**src/aacc_pkg.sv**
```systemverilog
// aacc_pkg: register map, field layout, reset values and timing counts
// assumes a 32-bit APB slave, one register per aligned word
package aacc_pkg;
  // register byte addresses
  localparam logic [7:0] ADDR_CTRL0   = 8'h00;
  localparam logic [7:0] ADDR_PINCFG  = 8'h04;
  localparam logic [7:0] ADDR_CTRL2   = 8'h08;
  localparam logic [7:0] ADDR_RES_HI  = 8'h0C;
  localparam logic [7:0] ADDR_RES_LO  = 8'h10;
  localparam logic [7:0] ADDR_STATUS  = 8'h14;
  // control 0 fields
  localparam int CTRL0_ON   = 0;
  localparam int CTRL0_GO   = 1;
  localparam int CTRL0_CHS  = 2;
  localparam int CTRL0_REF  = 6;
  // control 2 fields
  localparam int CTRL2_CLK  = 0;
  localparam int CTRL2_ACQ  = 3;
  localparam int CTRL2_FMT  = 7;
  // status register: bit 0 done flag, write 1 clears
  localparam int STAT_DONE  = 0;
  // reset values
  localparam logic [7:0] CTRL0_RST  = 8'h00;
  localparam logic [7:0] PINCFG_RST = 8'h00;
  localparam logic [7:0] CTRL2_RST  = 8'h00;
  // reserved-bit masks (reserved bits read zero)
  localparam logic [7:0] CTRL0_MASK  = 8'hDF;
  localparam logic [7:0] PINCFG_MASK = 8'h7F;
  localparam logic [7:0] CTRL2_MASK  = 8'hBF;
  // channel codes
  localparam logic [2:0] CHAN_NONE  = 3'h7;
  // conversion and wait lengths in bit periods
  localparam logic [4:0] CONV_PERIODS = 5'h0B;
  localparam logic [4:0] WAIT_PERIODS = 5'h02;
  // instruction cycle: four oscillator cycles
  localparam logic [1:0] TCY_CLOCKS   = 2'h3;
  // full-scale result
  localparam logic [9:0] FULL_SCALE   = 10'h3FF;
  // sequencer states
  typedef enum logic [2:0] {
    ST_IDLE  = 3'b000,
    ST_DLY   = 3'b001,
    ST_ACQ   = 3'b010,
    ST_CONV  = 3'b011,
    ST_WAIT  = 3'b100
  } aacc_state_t;
endpackage : aacc_pkg

```
**src/aacc_top.sv**
```systemverilog
// aacc_top: converter control, sequencer and APB register file
// assumes APB master on pclk; analog side returns a 10-bit sample value
//
// The APB register port and the address map were left to the implementer.
`timescale 1ns/100ps
`default_nettype none
module aacc_top
  import aacc_pkg::*;
#(
  parameter int RC_DIV = 500 // private RC clock divider, pclk cycles
)(
  // clock and reset
  input  wire logic        pclk,
  input  wire logic        presetn,
  // apb slave
  input  wire logic        psel,
  input  wire logic        penable,
  input  wire logic        pwrite,
  input  wire logic [7:0]  paddr,
  input  wire logic [31:0] pwdata,
  output logic      [31:0] prdata,
  output logic             pready,
  output logic             pslverr,
  // analog side
  input  wire logic [9:0]  sample_value, // converter result bits
  input  wire logic [6:0]  pin_level,    // raw digital pin levels
  output logic      [2:0]  mux_select,   // channel to sample-and-hold
  output logic             mux_valid,    // selected channel implemented
  output logic             sh_sample,    // sample-and-hold tracking
  output logic             conv_active,  // converting
  output logic      [1:0]  ref_select,   // reference choice
  output logic             converter_on, // module powered
  output logic      [6:0]  pin_digital_in, // gated digital inputs
  output logic             conv_done_flag  // sticky completion flag
);

  // all state except the result pair in one struct
  typedef struct packed {
    logic [7:0]  ctrl0;
    logic [7:0]  pincfg;
    logic [7:0]  ctrl2;
    logic        done;
    aacc_state_t st;
    logic [6:0]  div_cnt;   // oscillator prescale
    logic [9:0]  rc_cnt;    // RC clock divider
    logic [1:0]  dly_cnt;   // instruction-cycle delay
    logic [4:0]  per_cnt;   // bit periods left
    logic [31:0] prdata;
    logic        pready;
    logic        pslverr;
    logic [6:0]  pin_in;
    logic [2:0]  mux;
    logic        mux_ok;
    logic        shs;
    logic        conv;
  } aacc_reg_t;

  aacc_reg_t r;      // current state
  aacc_reg_t next_r; // next state
  // result pair lives apart: it has no reset at all
  logic [7:0] res_hi;      // result high byte
  logic [7:0] res_lo;      // result low byte
  logic [7:0] next_res_hi; // next result high byte
  logic [7:0] next_res_lo; // next result low byte

  // acquisition code to bit periods
  function automatic logic [4:0] acq_periods(input logic [2:0] c);
    case (c)
      3'h0:    acq_periods = 5'h00;
      3'h1:    acq_periods = 5'h02;
      3'h2:    acq_periods = 5'h04;
      3'h3:    acq_periods = 5'h06;
      3'h4:    acq_periods = 5'h08;
      3'h5:    acq_periods = 5'h0C;
      3'h6:    acq_periods = 5'h10;
      default: acq_periods = 5'h14;
    endcase
  endfunction : acq_periods

  // clock code to pclk divider mask; zero marks RC
  function automatic logic [6:0] clk_mask(input logic [2:0] c);
    case (c)
      3'h0:    clk_mask = 7'h01;
      3'h1:    clk_mask = 7'h07;
      3'h2:    clk_mask = 7'h1F;
      3'h4:    clk_mask = 7'h03;
      3'h5:    clk_mask = 7'h0F;
      3'h6:    clk_mask = 7'h3F;
      default: clk_mask = 7'h00;
    endcase
  endfunction : clk_mask

  // register map decode, used by the error path only
  function automatic logic is_mapped(input logic [7:0] a);
    is_mapped = (a == ADDR_CTRL0)  || (a == ADDR_PINCFG) ||
                (a == ADDR_CTRL2)  || (a == ADDR_RES_HI) ||
                (a == ADDR_RES_LO) || (a == ADDR_STATUS);
  endfunction : is_mapped

  logic       wr_en;   // apb write strobe
  logic       rd_en;   // apb read strobe, setup phase
  logic       is_rc;   // RC clock chosen
  logic       tick;    // one bit period elapsed
  logic [9:0] value;   // result for this conversion
  logic       go_wr;   // software writes go high
  logic       go_clr;  // software writes go low

  assign wr_en = psel & penable & pwrite;
  assign rd_en = psel & ~penable & ~pwrite;

  // next-state logic
  always_comb
  begin
    next_r = r;
    next_res_hi = res_hi;
    next_res_lo = res_lo;
    is_rc  = (clk_mask(r.ctrl2[CTRL2_CLK +: 3]) == 7'h00);
    tick   = 1'b0;
    value  = (r.ctrl0[CTRL0_CHS +: 3] == CHAN_NONE) ? FULL_SCALE
                                                    : sample_value;
    go_wr  = wr_en && paddr == ADDR_CTRL0 && pwdata[CTRL0_GO];
    go_clr = wr_en && paddr == ADDR_CTRL0 && !pwdata[CTRL0_GO];
    // bit-period tick from selected source
    if (is_rc)
    begin
      if (r.rc_cnt == 10'(RC_DIV - 1))
      begin
        next_r.rc_cnt = 10'h000;
        tick          = 1'b1;
      end
      else
        next_r.rc_cnt = r.rc_cnt + 10'h001;
    end
    else
    begin
      next_r.rc_cnt = 10'h000;
      next_r.div_cnt = r.div_cnt + 7'h01;
      tick = ((r.div_cnt & clk_mask(r.ctrl2[CTRL2_CLK +: 3]))
              == clk_mask(r.ctrl2[CTRL2_CLK +: 3]));
    end
    // register writes
    next_r.pready  = psel & ~penable;
    // error decided at setup so it stands with pready
    next_r.pslverr = psel & ~penable & ~is_mapped(paddr);
    if (wr_en)
    begin
      case (paddr)
        ADDR_CTRL0:  next_r.ctrl0 = pwdata[7:0] & CTRL0_MASK;
        ADDR_PINCFG: next_r.pincfg = pwdata[7:0] & PINCFG_MASK;
        ADDR_CTRL2:  next_r.ctrl2 = pwdata[7:0] & CTRL2_MASK;
        ADDR_RES_HI: next_res_hi = pwdata[7:0];
        ADDR_RES_LO: next_res_lo = pwdata[7:0];
        ADDR_STATUS: if (pwdata[STAT_DONE]) next_r.done = 1'b0;
        default:     ; // unmapped write ignored
      endcase
    end
    if (rd_en)
    begin
      case (paddr)
        ADDR_CTRL0:  next_r.prdata = {24'h0, r.ctrl0};
        ADDR_PINCFG: next_r.prdata = {24'h0, r.pincfg};
        ADDR_CTRL2:  next_r.prdata = {24'h0, r.ctrl2};
        ADDR_RES_HI: next_r.prdata = {24'h0, res_hi};
        ADDR_RES_LO: next_r.prdata = {24'h0, res_lo};
        ADDR_STATUS: next_r.prdata = {31'h0, r.done};
        default:     next_r.prdata = 32'h0000_0000;
      endcase
    end
    // go accepted only while on
    if (!next_r.ctrl0[CTRL0_ON])
      next_r.ctrl0[CTRL0_GO] = 1'b0;
    // sequencer
    case (r.st)
      ST_IDLE:
      begin
        if (go_wr && r.ctrl0[CTRL0_ON])
        begin
          next_r.per_cnt = acq_periods(r.ctrl2[CTRL2_ACQ +: 3]);
          next_r.dly_cnt = TCY_CLOCKS;
          // restart the bit-period phase so every period is whole
          next_r.div_cnt = 7'h00;
          next_r.rc_cnt  = 10'h000;
          if (is_rc)
            next_r.st = ST_DLY;
          else if (acq_periods(r.ctrl2[CTRL2_ACQ +: 3]) == 5'h00)
          begin
            next_r.st      = ST_CONV;
            next_r.per_cnt = CONV_PERIODS;
          end
          else
            next_r.st = ST_ACQ;
        end
        else if (go_wr)
          next_r.ctrl0[CTRL0_GO] = 1'b0;
      end
      ST_DLY:
      begin
        next_r.dly_cnt = r.dly_cnt - 2'h1;
        next_r.rc_cnt  = 10'h000; // RC clock starts after delay
        if (r.dly_cnt == 2'h0)
        begin
          if (r.per_cnt == 5'h00)
          begin
            next_r.st      = ST_CONV;
            next_r.per_cnt = CONV_PERIODS;
          end
          else
            next_r.st = ST_ACQ;
        end
      end
      ST_ACQ:
      begin
        if (tick)
        begin
          next_r.per_cnt = r.per_cnt - 5'h01;
          if (r.per_cnt == 5'h01)
          begin
            next_r.st      = ST_CONV;
            next_r.per_cnt = CONV_PERIODS;
          end
        end
      end
      ST_CONV:
      begin
        if (tick)
        begin
          next_r.per_cnt = r.per_cnt - 5'h01;
          if (r.per_cnt == 5'h01)
          begin
            // result, go clear and flag in one cycle
            next_r.ctrl0[CTRL0_GO] = 1'b0;
            next_r.done            = 1'b1;
            next_r.st              = ST_WAIT;
            next_r.per_cnt         = WAIT_PERIODS;
            if (r.ctrl2[CTRL2_FMT])
            begin
              next_res_hi = {6'h00, value[9:8]};
              next_res_lo = value[7:0];
            end
            else
            begin
              next_res_hi = value[9:2];
              next_res_lo = {value[1:0], 6'h00};
            end
          end
        end
      end
      ST_WAIT:
      begin
        next_r.ctrl0[CTRL0_GO] = r.ctrl0[CTRL0_GO] & ~go_wr;
        if (tick)
        begin
          next_r.per_cnt = r.per_cnt - 5'h01;
          if (r.per_cnt == 5'h01)
            next_r.st = ST_IDLE;
        end
      end
      default: next_r.st = ST_IDLE;
    endcase
    // abort on go clear or off keeps the result unless it meets the last conversion tick
    if (r.st != ST_IDLE && r.st != ST_WAIT &&
        (go_clr || !next_r.ctrl0[CTRL0_ON]))
    begin
      next_r.st      = ST_WAIT;
      next_r.per_cnt = WAIT_PERIODS;
    end
    if (!next_r.ctrl0[CTRL0_ON])
      next_r.st = ST_IDLE;
    // single go bit for acquire and convert
    if (next_r.st == ST_DLY || next_r.st == ST_ACQ || next_r.st == ST_CONV)
      next_r.ctrl0[CTRL0_GO] = 1'b1;
    // flag set wins over clear
    if (r.st == ST_CONV && next_r.st == ST_WAIT && next_r.done)
      next_r.done = 1'b1;
    // outputs
    next_r.pin_in = pin_level & next_r.pincfg[6:0];
    next_r.mux    = next_r.ctrl0[CTRL0_CHS +: 3];
    next_r.mux_ok = (next_r.ctrl0[CTRL0_CHS +: 3] != CHAN_NONE);
    next_r.conv   = (next_r.st == ST_CONV);
    next_r.shs    = next_r.ctrl0[CTRL0_ON] &&
                    (next_r.st == ST_IDLE || next_r.st == ST_ACQ ||
                     next_r.st == ST_DLY);
  end

  // state register; result pair keeps value through reset
  always_ff @(posedge pclk or negedge presetn)
  begin
    if (!presetn)
    begin
      r.ctrl0   <= CTRL0_RST;
      r.pincfg  <= PINCFG_RST;
      r.ctrl2   <= CTRL2_RST;
      r.done    <= 1'b0;
      r.st      <= ST_IDLE;
      r.div_cnt <= 7'h00;
      r.rc_cnt  <= 10'h000;
      r.dly_cnt <= 2'h0;
      r.per_cnt <= 5'h00;
      r.prdata  <= 32'h0000_0000;
      r.pready  <= 1'b0;
      r.pslverr <= 1'b0;
      r.pin_in  <= 7'h00;
      r.mux     <= 3'h0;
      r.mux_ok  <= 1'b1;
      r.shs     <= 1'b0;
      r.conv    <= 1'b0;
    end
    else
    begin
      r.ctrl0   <= next_r.ctrl0;
      r.pincfg  <= next_r.pincfg;
      r.ctrl2   <= next_r.ctrl2;
      r.done    <= next_r.done;
      r.st      <= next_r.st;
      r.div_cnt <= next_r.div_cnt;
      r.rc_cnt  <= next_r.rc_cnt;
      r.dly_cnt <= next_r.dly_cnt;
      r.per_cnt <= next_r.per_cnt;
      r.prdata  <= next_r.prdata;
      r.pready  <= next_r.pready;
      r.pslverr <= next_r.pslverr;
      r.pin_in  <= next_r.pin_in;
      r.mux     <= next_r.mux;
      r.mux_ok  <= next_r.mux_ok;
      r.shs     <= next_r.shs;
      r.conv    <= next_r.conv;
    end
  end

  // result pair: no reset at all
  always_ff @(posedge pclk)
  begin
    res_hi <= next_res_hi;
    res_lo <= next_res_lo;
  end

  // output drive
  assign prdata         = r.prdata;
  assign pready         = r.pready;
  assign pslverr        = r.pslverr;
  assign mux_select     = r.mux;
  assign mux_valid      = r.mux_ok;
  assign sh_sample      = r.shs;
  assign conv_active    = r.conv;
  assign ref_select     = r.ctrl0[CTRL0_REF +: 2];
  assign converter_on   = r.ctrl0[CTRL0_ON];
  assign pin_digital_in = r.pin_in;
  assign conv_done_flag = r.done;
endmodule : aacc_top
`default_nettype wire

```
**config.mk**
```make
export PLATFORM = sky130hd
export DESIGN_NAME = aacc_top
export DESIGN_NICKNAME = d
export VERILOG_FILES = /design/src/aacc_pkg.sv /design/src/aacc_top.sv
export SDC_FILE = /design/constraint.sdc
export NUM_CORES = 1
export LEC_CHECK = 0
export ABC_AREA = 1
export BUFFER_PORTS_ARGS = -buffer_cell sky130_fd_sc_hd__buf_2
export CORE_MARGIN = 5
export CORE_UTILIZATION = 50
export CTS_BUF_LIST = sky130_fd_sc_hd__clkbuf_2 sky130_fd_sc_hd__clkbuf_4 sky130_fd_sc_hd__clkbuf_8
export DETAILED_ROUTE_END_ITERATION = 7
export PLACE_DENSITY = 0.8
export SLEW_MARGIN = 30
export SYNTH_ARGS = -nofsm -noshare
export SYNTH_HDL_FRONTEND = slang
export SYNTH_SLANG_ARGS = --single-unit
```
**constraint.sdc**
```tcl
create_clock -name pclk -period 3.2 [get_ports pclk]
set_clock_uncertainty 0.1 [all_clocks]
set_input_delay 0.48 -clock pclk [delete_from_list [all_inputs] [get_ports pclk]]
set_output_delay 0.48 -clock pclk [all_outputs]
set_load 0.1 [all_outputs]
```
==> impl_metrics.csv, run 1 <==
group,metric,value,unit
worst_setup_path,worst-path-stages,7,
global_route,overall_routing_resource_usage,0.2002,
power_and_ir_drop,irDropWorstVdd,0.0001672,V
logic_synthesis,yosys.cell_types.count,48,
floorplan,std_cell_rows,35,
worst_setup_path,crit_path_max_fanout,18,
global_route,grt_max_degree,40,
layout,post_route_cells_drive_above_1_share,0.1905,
drt,vias,4131,
logic_synthesis,netlist_instances,625,
floorplan,design.core.area,9328,µm²
cts,ctsHtreeMaxLevel,3,
worst_hold_path,holdCritPathClass,"in -> async",
timing,achievable_frequency,463.5,MHz
worst_setup_path,worstPathArrival,2370,ps
worst_setup_path,critical_path.max_stage_delay,430,ps
cts,post-cts-setup-buffer-count,0,
timing,setup-tns-final,0,ps
floorplan,die_height,108.3,µm
power_and_ir_drop,static-leakage-power,0.002672,µW
global_route,total_global_routing_overflow,0,
global_route,vias_in_the_first_global_route,3920,
floorplan,fp.dieArea,11730,µm²
worst_setup_path,cp_top_family,"simple AND/OR/NAND/NOR gates",
timing,slew-limit-headroom,0.5249,
layout,syn2layout_area_growth,8.495,%
drt,met2_wirelength,5.055,mm
worst_setup_path,worstReg2RegStart,"r[76]$_DFFE_PN0P_",
timing,final_hold_viol_count,0,
drt,wl_met3,1.023,mm
layout,layout.cells.most_common,"nand2_1",
power_and_ir_drop,power.density,423.5,nW/µm²
drt,wire_length_on_met1,4.974,mm
floorplan,initial_core_util,0.5179,
timing,setup_repair_after_global_routing_missed_its_margin,"no",
timing,slew_viol_final,0,
timing,worst-slew-pin-transition,712.6,ps
layout,layout.cells.most_common_list,"nand2_1 (148), inv_1 (70), dfrtp_1 (67)",
worst_setup_path,required_time_worst_endpoint,3410,ps
logic_synthesis,seq_area_frac_synth,0.4188,
timing,number_of_failing_setup_endpoints_in_the_final_timing_report,0,
timing,worst_slack,1042,ps
drt,drtPass1Iterations,5,
layout,post-route-cell-area,5241,µm²
drt,highest_layer,"met4",
worst_setup_path,cp_cell_sequence,"nand2_1 > inv_1 > nand2_2 > nand4_4 > inv_2 > o211ai_1 > o21ai_1",
worst_setup_path,path_buf_inv,2,
logic_synthesis,yosys_reg_bits,84,
cts,hold_buf_cts,0,
logic_synthesis,syn_area,4831,µm²
worst_setup_path,startpoint_type,"flop",
worst_setup_path,worst_path_max_delay_cell,"dfrtp_1",
cts,cts-buffers-inserted,9,
drt,postRouteAntennaNets,0,
worst_setup_path,critPathLaunch,"r[76]$_DFFE_PN0P_",
global_route,antenna_found_initial,0,
cts,post_cts.resized_instances,0,
worst_setup_path,type_of_the_setup_path_with_the_least_slack,"reg -> reg",
floorplan,die_w,108.3,µm
job,cap_violations,0,
placed_design,dp_worst_setup_slack,875.9,ps
logic_synthesis,synthesis.area_per_instance,7.729,µm²
logic_synthesis,synth-warning-count,0,
worst_setup_path,reg2reg_depth,7,
global_route,wire_length_of_the_first_global_routing_pass,18.53,mm
drt,drt_total_wl,11.24,mm
placed_design,port_buffers,64,
cts,cts.reportedPaths.clkPinSlew,100,ps
layout,diodes,0,
timing,fin_crit_share,0.6743,
drt,post_drt_via_cell_ratio,5.125,
cts,clock_insertion_delay_worst_skew,360,ps
drt,wl_per_cell,13.95,µm
placed_design,place_area,5051,µm²
floorplan,ios,113,
cts,tritoncts,"built",
cts,cts-root-to-sink-buffers,2,
timing,finalWorstPathRequiredPeriod,2158,ps
placed_design,gp_congestion,0.9148,
cts,root_buffer_cell,"clkbuf_8",
drt,drcViolationCount,0,
drt,drt_iter0_drcs,318,
worst_setup_path,timing.critical_path.to_type,"flop",
layout,design.final.nets,739,
placed_design,post-dp-hpwl,8.550,mm
run_status,run_status,"finished, final reports clean",
cts,clock_sinks,84,
==> path summary, 6_finish.rpt <==
path / end / slack, ps
setup / recovery: res_hi[2]$_DFF_P_ / 1040
hold / removal: pin_digital_in[6]$_DFF_PN0_ / 60
setup reg to reg: res_hi[2]$_DFF_P_ / 1040
hold reg to reg: r[54]$_DFF_PN0_ / 370
max in group asynchronous: r[76]$_DFFE_PN0P_ / 2290
min in group pclk: pslverr$_DFF_PN0_ / 200
==> area by class of cell <==
class	count	area [µm²]
fillers	863	4086
multi-input cells	429	2207
flip-flops and latches	84	2023
repair buffers	67	355.3
inverters	81	304.0
well taps	129	161.4
clock buffers	9	123.9
clock inverters	7	66.31
==> cell usage after synthesis, drive strengths merged <==
library cell	n	area [µm²]
o22a	1	8.760
dfrtp	67	1677
nor3	7	46.30
inv	81	304.0
or2	7	43.80
ha	5	62.56
o31ai	3	32.53
buf	49	364.1
xnor2	5	43.79
o211ai	5	37.54
dfstp	1	26.28
nand3b	1	7.510
mux2i	8	80.08
a21oi	5	25.02
nand4	10	98.84
conb	1	3.750
o2111ai	3	26.28
dfxtp	16	320.3
a211oi	1	7.510
xor2	6	52.55
clkbuf	5	18.77
nand3	40	210.2
a31oi	1	6.260
nor4b	1	8.760
o21ai	66	334.1
nor4	1	6.260
o22ai	3	18.77
nor2	65	304.0
nand2	156	615.6
o221ai	2	17.52
a21boi	3	22.52
==> power breakdown <==
part           internal [µW]  switching (µW)
Clock                    304             440
Combinational           66.8             280
Sequential              1100            33.1
==> per-stage QoR <==
step | std cells | util | power (µW) | hold slack, ps
finish | 806 | 0.5619 | 2220 | 58.59
global route | 806 | 0.5619 | 2303 | 99.55
CTS | 806 | 0.5619 | 2231 | 71.74
detailed placement | 790 | 0.5415 | 1497 | 353.2
global placement | 790 | 0.5415 | 1488 | 350.5
floorplan | 648 | - | 1445 | 84.41
==> logic make-up after synthesis <==
family / count (synthesis) / synth area share
XOR/XNOR: 11 / 0.01994
AND/OR/NAND/NOR: 288 / 0.2777
adder cells (fa/ha/maj): 5 / 0.01295
multiplexers: 8 / 0.01658
flip-flops: 84 / 0.4188
AO/OA/AOI/OAI: 93 / 0.1111
buffers and inverters: 135 / 0.1422
other: 1 / 0.0007763
==> registers in the layout (all words and copies together), names as in the netlist <==
name	cells
converter_on	1
conv_done_flag	1
pslverr	1
prdata	8
ref_select	2
mux_select	2
res_lo	8
mux_valid	1
pin_digital_in	7
res_hi	8
conv_active	1
r	42
sh_sample	1
pready	1
==> per-layer routing <==
metal	vias to the layer above	track usage
met2	182	0.3095
met1	1894	0.2830
met4	0	0.07033
met5	-	0
li1	2036	-
met3	19	0.03642
No activity file was read; power rests on OpenSTA's default activity.
==> inputs of run 2 (changes only) <==
--- a/config.mk
+++ b/config.mk
@@ -11,7 +11,7 @@
 export CORE_UTILIZATION = 50
 export CTS_BUF_LIST = sky130_fd_sc_hd__clkbuf_2 sky130_fd_sc_hd__clkbuf_4 sky130_fd_sc_hd__clkbuf_8
 export DETAILED_ROUTE_END_ITERATION = 7
-export PLACE_DENSITY = 0.8
+export PLACE_DENSITY = 0.83
 export SLEW_MARGIN = 30
 export SYNTH_ARGS = -nofsm -noshare
 export SYNTH_HDL_FRONTEND = slang
==> constraint.sdc (replaced) <==
create_clock -name pclk -period 1.95 [get_ports pclk]
set_clock_uncertainty 0.1 [all_clocks]
set_input_delay 0.2925 -clock pclk [delete_from_list [all_inputs] [get_ports pclk]]
set_output_delay 0.2925 -clock pclk [all_outputs]
set_load 0.1 [all_outputs]
==> run 2 against run 1 <==
  * Critical path depth is 1 higher
  * Register-to-register slack worse by 920 ps
  * Total power is 75% higher
  * Global-route usage is 0.52 points higher
  * Cell count is 2.0% higher
  * Critical path type unchanged
  * Critical endpoint is now res_hi[3]$_DFF_P_
  * Highest routed layer unchanged
==> impl_metrics.csv, run 2 (synthesized netlist as in run 1, its figures left out) <==
group,metric,value,unit
layout,seqCellArea,2024,µm²
job,cap_violations,0,
layout,most_flop_heavy_register,"r",
floorplan,ios,113,
worst_hold_path,holdCritPathClass,"in -> reg",
drt,postRouteAntennaNets,0,
power_and_ir_drop,power.share.switching,0.3139,
drt,drt_iter0_drcs,429,
worst_hold_path,hold_depth,3,
timing,achievable_frequency,545.8,MHz
floorplan,design.core.area,9328,µm²
drt,drt_total_wl,11.34,mm
global_route,total_global_routing_overflow,0,
floorplan,initial_core_util,0.5179,
worst_setup_path,timing.critical_path.to_type,"flop",
timing,setup_repair_after_global_routing_missed_its_margin,"no",
layout,post_route_cells_drive_above_1_share,0.2107,
floorplan,std_cell_rows,35,
placed_design,port_buffers,64,
layout,layout.cells.most_common,"nand2_1",
timing,number_of_failing_setup_endpoints_in_the_final_timing_report,0,
cts,ctsHtreeMaxLevel,3,
drt,vias,4223,
global_route,grt_max_degree,69,
run_status,run_status,"finished, final reports clean",
power_and_ir_drop,p_int,2658,µW
power_and_ir_drop,static-leakage-power,0.002768,µW
timing,setup-tns-final,0,ps
timing,slew-limit-headroom,0.6618,
layout,largest_register_ffs,42,
layout,fillerInstances,846,
timing,fin_crit_share,0.9397,
placed_design,dp_cells,805,
timing,worst-slew-pin-transition,506.0,ps
global_route,vias_in_the_first_global_route,4045,
cts,tritoncts,"built",
cts,cts-buffers-inserted,9,
global_route,overall_routing_resource_usage,0.2054,
floorplan,die_w,108.3,µm
timing,finalWorstPathRequiredPeriod,1832,ps
cts,cts-root-to-sink-buffers,2,
worst_setup_path,type_of_the_setup_path_with_the_least_slack,"reg -> reg",
placed_design,post-dp-hpwl,8.706,mm
drt,drtPass1Iterations,5,
layout,syn2layout_area_growth,11.97,%
worst_setup_path,startpoint_type,"flop",
power_and_ir_drop,power.sequential.fraction,0.477,
worst_setup_path,worstPathArrival,1980,ps
layout,layout.cells.most_common_list,"nand2_1 (148), inv_1 (70), dfrtp_1 (66)",
global_route,wire_length_of_the_first_global_routing_pass,19.02,mm
floorplan,fp.dieArea,11730,µm²
layout,design.final.nets,755,
floorplan,die_height,108.3,µm
layout,diodes,0,
cts,cts.reportedPaths.clkPinSlew,100,ps
timing,slew_viol_final,0,
cts,clock_insertion_delay_worst_skew,360,ps
drt,post_drt_via_cell_ratio,5.137,
worst_setup_path,reg2reg_depth,8,
power_and_ir_drop,irDropWorstVdd,0.0003931,V
drt,wl_per_cell,13.79,µm
drt,drcViolationCount,0,
layout,final_cell_count_no_fill,822,
worst_setup_path,required_time_worst_endpoint,2100,ps
global_route,antenna_found_initial,0,
power_and_ir_drop,power_frac_comb,0.149,
cts,root_buffer_cell,"clkbuf_8",
power_and_ir_drop,power_frac_clock,0.374,
worst_setup_path,crit_path_max_fanout,13,
power_and_ir_drop,net-switching-power,1216,µW
timing,final_hold_viol_count,0,
placed_design,gp_congestion,0.9777,
power_and_ir_drop,power.density,716.3,nW/µm²
cts,clock_sinks,84,
layout,multiInputGateArea,2210,µm²
cts,post-cts-setup-buffer-count,0,
run 2: changes by cell type in the layout (fill, tap and decap cells not counted):
cell	before	now
inv_2	11	10
buf_4	2	17
nor2_1	54	53
bufinv_16	0	2
dlygate4sd3_1	0	1
dfrtp_1	67	66
inv_4	0	1
clkinvlp_4	2	1
dfrtp_2	0	1
inv_6	2	3
inv_8	3	1
nor2_2	8	9
run 2: path summary, 6_finish.rpt:
kind | startpoint | end | slack [ps]
max reg2reg | r[48]$_DFFE_PN0P_ | res_hi[3]$_DFF_P_ | 120
min reg2reg | r[54]$_DFF_PN0_ | r[54]$_DFF_PN0_ | 380
max | r[48]$_DFFE_PN0P_ | res_hi[3]$_DFF_P_ | 120
min in group asynchronous | presetn | r[87]$_DFF_PN0_ | 360
max in group asynchronous | presetn | converter_on$_DFF_PN0_ | 1040
min | pin_level[6] | pin_digital_in[6]$_DFF_PN0_ | 20
run 2: stage by stage:
step	cell area, µm²	utilization	total power, µW	setup WS, ps	hold slack, ps
final	5409	0.5799	3875	117.7	20.60
after global routing	5409	0.5799	4029	5.854	8.681
after CTS	5404	0.5793	3882	93.00	15.95
after detailed placement	5165	0.5537	2456	41.97	242.5
after global placement	5165	0.5537	2447	99.59	236.9
after floorplan	4918	-	2371	255.0	-103.1
run 2: layer usage:
layer	GRT usage	part of all wire
met4	0.06312	0.014
met1	0.2932	0.47
met2	0.3148	0.45
met5	0	0
met3	0.04239	0.073
run 2: repair_timing:
item	CTS	global route
hold endpoints to repair	67	0
gates resized for setup	0	3
setup endpoints to repair	0	6
hold buffers	1	0
run 2: cell type report:
class	count	share of cell area
clock inverter	7	0.01943
timing repair buffer	83	0.08836
clock buffer	9	0.02290
multi-input combinational	429	0.4085
tap	129	0.02984
inverter	81	0.05667
sequential	84	0.3743
run 2: critical path: stages, from the launching register on:
cell and delay [ps]:
dfrtp_1 410, inv_1 90, ha_1 140, nand3_1 130, inv_1 210, nand4_4 210
buf_4 260, o211ai_1 90, o21ai_1 80
run 2: power by group through the flow:
stage / Clock (µW) / Combinational (µW) / Sequential, µW
after CTS: 1460 / 575 / 1850
final: 1450 / 576 / 1850
after detailed placement: 0 / 573 / 1880
after global routing: 1550 / 617 / 1860
after floorplan: 0 / 475 / 1900
after global placement: 0 / 565 / 1880
